**src/design/pt_repeat_pkg.sv**
```systemverilog
// constants and types for the point-table repeat sequencer
package pt_repeat_pkg;
  localparam int unsigned TBL_W      = 8;
  localparam int unsigned AUX_W      = 4;
  localparam logic [7:0]  TBL_FIRST  = 8'h01;
  localparam logic [7:0]  TBL_LAST   = 8'hff;
  localparam logic [3:0]  METHOD_ABS = 4'h0;
  localparam logic [3:0]  AUX_END_ABS  = 4'h0;
  localparam logic [3:0]  AUX_CONT_ABS = 4'h1;
  localparam logic [3:0]  AUX_END_INC  = 4'h2;
  localparam logic [3:0]  AUX_CONT_INC = 4'h3;
  localparam logic [3:0]  AUX_RPT_START_ABS = 4'h8;
  localparam logic [3:0]  AUX_RPT_ONE_ABS   = 4'h9;
  localparam logic [3:0]  AUX_RPT_START_INC = 4'ha;
  localparam logic [3:0]  AUX_RPT_ONE_INC   = 4'hb;
  typedef enum logic [1:0] {
    ST_IDLE,
    ST_FETCH,
    ST_ISSUE,
    ST_WAIT
  } seq_state_t;
endpackage

```
**src/design/point_table_repeat_sequencer.sv**
```systemverilog
// point-table sequencer with automatic repeat (codes 8 to 11)
// Contract
// - code 8 or 10 loops back to start table after positioning completes.
// - code 9 or 11 loops back to table one after positioning completes.
// - repeat codes act only when method parameter last digit is zero.
// - start at selected table, step upward through consecutive tables.
// - repeating continues without count limit until stop is asserted.
// - code 8 loop-back in varying-speed operation moves clockwise.
// - code 10 on last table returns to start table, series repeats.
// - end code 0 means absolute position, code 2 incremental.
`timescale 1ns/1ns
module point_table_repeat_sequencer
  import pt_repeat_pkg::*;
(
  input  wire logic             mclk,
  input  wire logic             rst,
  input  wire logic             start,
  input  wire logic             stop,
  input  wire logic [TBL_W-1:0] start_table,
  input  wire logic [3:0]       command_method_select_parameter,
  input  wire logic [AUX_W-1:0] table_aux,
  input  wire logic             pos_done,
  output logic [TBL_W-1:0]      table_sel,
  output logic                  move_req,
  output logic                  move_incremental,
  output logic                  move_cw,
  output logic                  running,
  output logic                  looped
);
  // start, stop and pos_done pins are synchronised before use
  logic start_s1_r, start_s2_r, stop_s1_r, stop_s2_r, done_s1_r, done_s2_r;
  logic start_d_r;
  always_ff @(posedge mclk or posedge rst) begin
    if (rst) begin
      start_s1_r <= 1'b0;
      start_s2_r <= 1'b0;
      stop_s1_r  <= 1'b0;
      stop_s2_r  <= 1'b0;
      done_s1_r  <= 1'b0;
      done_s2_r  <= 1'b0;
      start_d_r  <= 1'b0;
    end else begin
      start_s1_r <= start;
      start_s2_r <= start_s1_r;
      stop_s1_r  <= stop;
      stop_s2_r  <= stop_s1_r;
      done_s1_r  <= pos_done;
      done_s2_r  <= done_s1_r;
      start_d_r  <= start_s2_r;
    end
  end
  // edge, not level, so a start held high does not rerun the series
  wire start_rise = start_s2_r & ~start_d_r;

  function automatic logic is_repeat(input logic [AUX_W-1:0] a);
    is_repeat = (a == AUX_RPT_START_ABS) || (a == AUX_RPT_ONE_ABS) ||
                (a == AUX_RPT_START_INC) || (a == AUX_RPT_ONE_INC);
  endfunction
  function automatic logic is_incr(input logic [AUX_W-1:0] a);
    is_incr = (a == AUX_END_INC) || (a == AUX_CONT_INC) ||
              (a == AUX_RPT_START_INC) || (a == AUX_RPT_ONE_INC);
  endfunction

  seq_state_t       state_r, state_nxt;
  logic [TBL_W-1:0] origin_r, origin_nxt, tbl_r, tbl_nxt;
  logic [AUX_W-1:0] aux_r, aux_nxt;
  logic             req_r, req_nxt, inc_r, inc_nxt, cw_r, cw_nxt;
  logic             run_r, run_nxt, loop_r, loop_nxt, wrap_r, wrap_nxt;
  wire abs_mode = (command_method_select_parameter == METHOD_ABS);

  always_comb begin
    state_nxt  = state_r;
    origin_nxt = origin_r;
    tbl_nxt    = tbl_r;
    aux_nxt    = aux_r;
    req_nxt    = 1'b0;
    inc_nxt    = inc_r;
    cw_nxt     = cw_r;
    run_nxt    = run_r;
    loop_nxt   = 1'b0;
    wrap_nxt   = wrap_r;
    case (state_r)
      ST_IDLE: begin
        if (start_rise && !stop_s2_r) begin
          origin_nxt = start_table;
          tbl_nxt    = start_table;
          wrap_nxt   = 1'b0;
          run_nxt    = 1'b1;
          state_nxt  = ST_FETCH;
        end
      end
      ST_FETCH: begin
        // table data arrives one cycle after the number is presented
        state_nxt = ST_ISSUE;
      end
      ST_ISSUE: begin
        aux_nxt   = table_aux;
        inc_nxt   = is_incr(table_aux);
        cw_nxt    = wrap_r;
        req_nxt   = 1'b1;
        state_nxt = ST_WAIT;
      end
      ST_WAIT: begin
        // done is a level: the drive must drop it before the next move is issued
        if (done_s2_r) begin
          wrap_nxt = 1'b0;
          if (abs_mode && is_repeat(aux_r)) begin
            loop_nxt  = 1'b1;
            wrap_nxt  = 1'b1;
            if (aux_r == AUX_RPT_START_ABS || aux_r == AUX_RPT_START_INC)
              tbl_nxt = origin_r;
            else
              tbl_nxt = TBL_FIRST;
            state_nxt = ST_FETCH;
          end else if ((aux_r == AUX_CONT_ABS || aux_r == AUX_CONT_INC)
                       && tbl_r != TBL_LAST) begin
            tbl_nxt   = tbl_r + TBL_FIRST;
            state_nxt = ST_FETCH;
          end else begin
            run_nxt   = 1'b0;
            state_nxt = ST_IDLE;
          end
        end
      end
      default: state_nxt = ST_IDLE;
    endcase
    // stop ends the endless loop from any state
    if (stop_s2_r) begin
      state_nxt = ST_IDLE;
      run_nxt   = 1'b0;
      req_nxt   = 1'b0;
      // a loop-back that meets stop is not reported as a repeat
      loop_nxt  = 1'b0;
    end
  end

  always_ff @(posedge mclk or posedge rst) begin
    if (rst) begin
      state_r  <= ST_IDLE;
      origin_r <= TBL_FIRST;
      tbl_r    <= TBL_FIRST;
      aux_r    <= AUX_END_ABS;
      req_r    <= 1'b0;
      inc_r    <= 1'b0;
      cw_r     <= 1'b0;
      run_r    <= 1'b0;
      loop_r   <= 1'b0;
      wrap_r   <= 1'b0;
    end else begin
      state_r  <= state_nxt;
      origin_r <= origin_nxt;
      tbl_r    <= tbl_nxt;
      aux_r    <= aux_nxt;
      req_r    <= req_nxt;
      inc_r    <= inc_nxt;
      cw_r     <= cw_nxt;
      run_r    <= run_nxt;
      loop_r   <= loop_nxt;
      wrap_r   <= wrap_nxt;
    end
  end

  assign table_sel        = tbl_r;
  assign move_req         = req_r;
  assign move_incremental = inc_r;
  assign move_cw          = cw_r;
  assign running          = run_r;
  assign looped           = loop_r;

  // checks
  start_loop_a: assert property (@(posedge mclk) disable iff (rst)
    (state_r == ST_WAIT && done_s2_r && !stop_s2_r && abs_mode &&
     (aux_r == AUX_RPT_START_ABS || aux_r == AUX_RPT_START_INC))
    |=> (tbl_r == origin_r && looped))
    else $error("repeat to start table missed");
  one_loop_a: assert property (@(posedge mclk) disable iff (rst)
    (state_r == ST_WAIT && done_s2_r && !stop_s2_r && abs_mode &&
     (aux_r == AUX_RPT_ONE_ABS || aux_r == AUX_RPT_ONE_INC))
    |=> (tbl_r == TBL_FIRST && looped))
    else $error("repeat to table one missed");
  method_gate_a: assert property (@(posedge mclk) disable iff (rst)
    looped |-> $past(abs_mode))
    else $error("repeat outside absolute method");
  ascend_a: assert property (@(posedge mclk) disable iff (rst)
    (state_r == ST_WAIT && done_s2_r && !stop_s2_r && !is_repeat(aux_r) &&
     aux_r == AUX_CONT_ABS && tbl_r != TBL_LAST)
    |=> tbl_r == $past(tbl_r) + TBL_FIRST)
    else $error("table did not advance by one");
  endless_a: assert property (@(posedge mclk) disable iff (rst)
    looped && !stop_s2_r |-> running)
    else $error("loop ended without stop");
  cw_return_a: assert property (@(posedge mclk) disable iff (rst)
    looped && !stop_s2_r && !stop_s1_r |-> ##2 (move_req && move_cw))
    else $error("loop-back move not clockwise");
  issue_a: assert property (@(posedge mclk) disable iff (rst)
    state_r == ST_FETCH && !stop_s2_r && !stop_s1_r |-> ##2 move_req)
    else $error("table not issued after fetch");
  incr_a: assert property (@(posedge mclk) disable iff (rst)
    move_req |-> move_incremental == is_incr(aux_r))
    else $error("end code sense wrong");
  stop_a: assert property (@(posedge mclk) disable iff (rst)
    stop_s2_r |=> !running && !move_req)
    else $error("stop not honoured");
  ascend_inc_a: assert property (@(posedge mclk) disable iff (rst)
    (state_r == ST_WAIT && done_s2_r && !stop_s2_r &&
     aux_r == AUX_CONT_INC && tbl_r != TBL_LAST)
    |=> tbl_r == $past(tbl_r) + TBL_FIRST)
    else $error("incremental table did not advance");
  end_series_a: assert property (@(posedge mclk) disable iff (rst)
    (state_r == ST_WAIT && done_s2_r &&
     (aux_r == AUX_END_ABS || aux_r == AUX_END_INC))
    |=> !running && !looped)
    else $error("end code did not end series");
  method_end_a: assert property (@(posedge mclk) disable iff (rst)
    (state_r == ST_WAIT && done_s2_r && !abs_mode && is_repeat(aux_r))
    |=> !running && !looped)
    else $error("repeat taken outside absolute method");
  loop_c: cover property (@(posedge mclk) disable iff (rst) looped);
  start_c: cover property (@(posedge mclk) disable iff (rst)
    start_rise && start_table != TBL_FIRST);
  end_c: cover property (@(posedge mclk) disable iff (rst)
    $fell(running) && !stop_s2_r);
  inc_c: cover property (@(posedge mclk) disable iff (rst)
    move_req && move_incremental && move_cw);
  one_c: cover property (@(posedge mclk) disable iff (rst)
    looped && tbl_r == TBL_FIRST && origin_r != TBL_FIRST);
endmodule

```
**config.mk**
```make
export PLATFORM = sky130hd
export DESIGN_NAME = point_table_repeat_sequencer
export DESIGN_NICKNAME = d
export VERILOG_FILES = /design/src/design/pt_repeat_pkg.sv /design/src/design/point_table_repeat_sequencer.sv
export SDC_FILE = /design/constraint.sdc
export NUM_CORES = 1
export LEC_CHECK = 0
export CAP_MARGIN = 20
export CORE_MARGIN = 4
export CORE_UTILIZATION = 62
export CTS_CLUSTER_DIAMETER = 120
export DETAILED_ROUTE_END_ITERATION = 12
export DONT_BUFFER_PORTS = 1
export PLACE_DENSITY = 0.88
export SYNTH_ARGS = -nofsm -noshare
export SYNTH_HDL_FRONTEND = slang
export SYNTH_SLANG_ARGS = --single-unit
```
**constraint.sdc**
```tcl
create_clock -name mclk -period 2.2 [get_ports mclk]
set_input_delay 0.44 -clock mclk [delete_from_list [all_inputs] [get_ports mclk]]
set_output_delay 0.44 -clock mclk [all_outputs]
set_load 0.03 [all_outputs]
```
# Word-level counts from Yosys, hierarchy flattened
# Index checks and enable logic that the tools add are counted.
# totals
in_bits,21
output_inout_bits,13
ff_bits,35
elab_cells,89
# op_classes
bitwise,2
reduce_logical,21
muxes,27
add_sub_neg,1
n_eq_ne,21
# op_table
cell,n
$mux 8,5
$eq 4x4->1 const B,6
$pmux 8 s2,1
$mux 1,15
$ne 3x3->1 const B,5
$eq 4x2->1 const B,3
$add 8x1->8 const B,1
$logic_or 1x1->1,8
$ne 8x8->1 const B,1
$pmux 2 s4,1
$mux 2,3
$reduce_and 5->1,1
$eq 2x2->1 const B,2
$eq 4x1->1 const B,1
$logic_not 4->1,1
$ne 2x2->1 const B,2
$pmux 1 s2,2
$reduce_and 2->1,2
$reduce_and 4->1,1
$logic_and 1x1->1,3
$reduce_and 3->1,1
$reduce_bool 3->1,1
$eq 2x1->1 const B,1
$logic_not 2->1,1
4 further kinds,4

# Depth between registers and ports, before layout
# logic_depth
depth_word,9
mapped_depth,6
mapped_depth_nobuf,6

# Worst setup path before layout
# Ideal clock, no wire load.
# synth_timing
path_kind,register to register
from,"reg tbl_r[0], in the netlist table_sel[0]"
to,"reg tbl_r[1], in the netlist table_sel[1]"
path_slack_ns,0.213
synth_period_minus_slack_ns,1.987
setup_time_ns,0.125
path_buffers,0
t_arrival_ns,1.862
path_stages_with_launch,6
required_ns,2.075
cell_sequence,dfstp_2 -> ha_1 -> nand3_2 -> o2111a_2 -> o21a_4 -> mux2_4
# synth_between
elab_chain_len,5
word_cells_on_any_way,9
cone_classes,1 x add/sub; 2 x eq/ne; 4 x mux; 2 x reduce/logical
# synth_lines
item,line,rtl
from (decl),point_table_repeat_sequencer.sv:65,"logic [TBL_W-1:0] origin_r, origin_nxt, tbl_r, tbl_nxt;"
from (signal assigned),point_table_repeat_sequencer.sv:152,tbl_r <= tbl_nxt;
$add 8x1->8,point_table_repeat_sequencer.sv:117,tbl_nxt = tbl_r + TBL_FIRST;
$mux 8,point_table_repeat_sequencer.sv:115,end else if ((aux_r == AUX_CONT_ABS || aux_r == AUX_CONT_INC)
$mux 8,point_table_repeat_sequencer.sv:107,if (abs_mode && is_repeat(aux_r)) begin
$mux 8,point_table_repeat_sequencer.sv:105,if (done_s2_r) begin
$pmux 8 s2,point_table_repeat_sequencer.sv:82,case (state_r)
# Parallel ways exist; a longest one is shown, timed or not. The select of a mux whose other input is x is not followed.
# A chain may end at the register's enable or synchronous reset.

# Worst setup path after layout
# layout_timing
from,"reg tbl_r[0], in the netlist table_sel[0]"
to,"reg tbl_r[2], in the netlist table_sel[2]"
# The elaborated chain is that of the path after synthesis.

==> flow_summary.ini <==
[outcome]
status = completed

[critical_path]
cp.required_ps = 2430
worstPathCellList = ha_1, nand3_2, o2111a_2, o21a_4, mux2_4
crit_slowest_cell = dfstp_2
crit_fanout = 8
endpoint_kind = flop
crit_type = reg -> reg
crit_arrival_ps = 2140
start_kind = flop
slowest_delay_ps = 550
r2r_slack_ps = 290

[synth]
synthCells = 146
syn_area_per_cell_um2 = 12.3
yosys_warnings = 0
ys_types = 50
synthArstFlopShare_pct = 100
synth_edf_count = 0
seq_area_frac_synth_pct = 47.5
yosys.area.top_type_share_pct = 44.6
syn_area_mm2 = 0.00180
ys_ff_latch = 34
ys.flop_type = dfrtp_1
syn_nets = 172
yosysTopAreaCell = dfrtp_1
synthTopCellsByArea = dfrtp_1 (45%), mux2_2 (7.5%), ha_1 (3.5%), mux2_4 (3.3%), dfstp_2 (2.9%)

[timing]
setup_viol = 0
slew_headroom_pct = 72.5
skew_ps = 12.1
fin_crit_ps = 1910
rsz0062_at_grt = no
fmax_mhz = 523
period_share_pct = 86.9
worstMarginPinSlew_ps = 413
fin_hold_ws_ps = 62.7
setup-tns-final_ps = 0
slew_violations = 0
hold_violations = 0

[global_routing]
grt_max_degree = 35
grt_pass1_vias = 1285
antenna_found_initial = 0
grt_use_total_pct = 22.4
grt-ovfl-total = 0
grt_first_pass_wirelength_um = 6170

[drt]
via_per_inst = 6.63
routed_wl_um = 3730
final_antenna_net_count = 0
drt_first_iter_violations = 100
drc = 0
dr.pass1.iters = 4
wl_per_cell_um = 19.2
vias = 1287

[clock_tree]
clkSinkCount = 34
cts_root_buffer = clkbuf_4
path_clk_slew_ps = 110
cts_buffer_depth = 2
postCtsHoldBufs = 0
postCtsSetupBuffers = 0
htreeDepth = 2
cts_buffers = 5
post_cts_resized = 0
cts_tree = built
clk_latency_ps = 340

[final_layout]
area_growth_pct = 10.7
num-nets-final = 188
final_cell_area_mm2 = 0.00199
layout_commonest_cell = dfrtp_1
fillers = 197
antenna_cells = 0
drive_above_1_share_pct = 32.5
mostFrequentLayoutCells = dfrtp_1 (32), mux2_2 (12), buf_4 (12)

[run]
drv_cap = 0

[pwr]
max-vdd-ir-drop_v = 0.00112
power_density_mw_per_mm2 = 1420
power.leakage_nw = 0.856

[placement]
gp_congestion = 0.905
place_area_mm2 = 0.00191
dpl.hpwl_um = 2830
io_buffers = 0

[floorplan]
die_area_mm2 = 0.00382
ios = 34
die_y_um = 61.8
core_mm2 = 0.00276
rows = 19
initial_core_util_pct = 65.2
die_w_um = 61.8

[hold_path]
hp-class = in -> async
## per-layer routing
layer	up-vias	GRT usage, %	routed length (µm)
met5	-	0	0
met4	0	7.27	51
met3	5	5.79	359
met2	62	36.6	1840
met1	626	29.1	1480
li1	594	-	-
## synth_stat cells, types with 2 or more instances
library cell,n
a21oi_1,4
a31oi_1,2
a32o_1,2
dfrtp_1,32
dfstp_2,2
ha_1,5
inv_1,6
mux2_2,12
mux2_4,4
mux2i_1,3
nand2_1,4
nand2b_1,2
nand3_1,3
nand4_1,2
nand4b_1,6
nor2_1,6
nor2b_1,5
o211ai_1,2
o21ai_0,2
o21ai_1,5
o221ai_1,3
o2bb2ai_1,2
o311a_1,3
or2_2,2
xor2_1,2
## layout make-up
type                            count  area (µm²)  share of cell area, %
Multi-Input combinational cell    103         905                   45.5
Sequential cell                    34         853                   42.9
Timing Repair Buffer               12        90.1                   4.53
Clock buffer                        8        78.8                   3.96
Tap cell                           31        38.8                   1.95
Inverter                            6        22.5                   1.13
## worst max-delay path, delay by kind of cell (launching register included)
| family | cells | cell delay, ps |
|---|---|---|
| compound gates | 2 | 620 |
| fa+ha+maj | 1 | 190 |
| flops | 1 | 550 |
| mux | 1 | 310 |
| simple gates | 1 | 130 |
## worst paths after layout
path                              start           end  depth (start not counted)
max in group asynchronous           rst   origin_r[0]                          2
hold reg to reg               done_s1_r     done_s2_r                          0
setup / recovery           table_sel[0]  table_sel[2]                          5
hold / removal                      rst   origin_r[1]                          2
setup reg to reg           table_sel[0]  table_sel[2]                          5
min in group mclk                  stop     stop_s1_r                          0
## kinds of logic after synthesis
logic type / share of synthesized area (%)
multiplexers: 12.5
flip-flops: 47.5
adder cells (fa/ha/maj): 3.48
buffers and inverters: 2.16
XOR/XNOR: 0.975
AND/OR/NAND/NOR: 15.9
AO/OA/AOI/OAI: 17.4
## state kept, by name (all words and copies together), names as in the netlist, 2 cells and up
| name | count |
|---|---|
| aux_r | 3 |
| table_sel | 8 |
| state_r | 2 |
| origin_r | 8 |
## power by group
group          leakage [nW]  switching [mW]  internal (mW)
combinational         0.399           0.689          0.606
sequential            0.412           0.249          0.860
clock                0.0446           0.201          0.218
## stage by stage
step	setup WS [ps]	instances	utilization (%)	power [mW]
after CTS	293	194	72.1	2.84
after floorplan	213	146	-	2.06
after global routing	205	194	72.1	3.01
after detailed placement	309	186	69.2	2.41
final	289	194	72.1	2.82
after global placement	359	186	69.2	2.34
(Power assumes the default switching activity.)
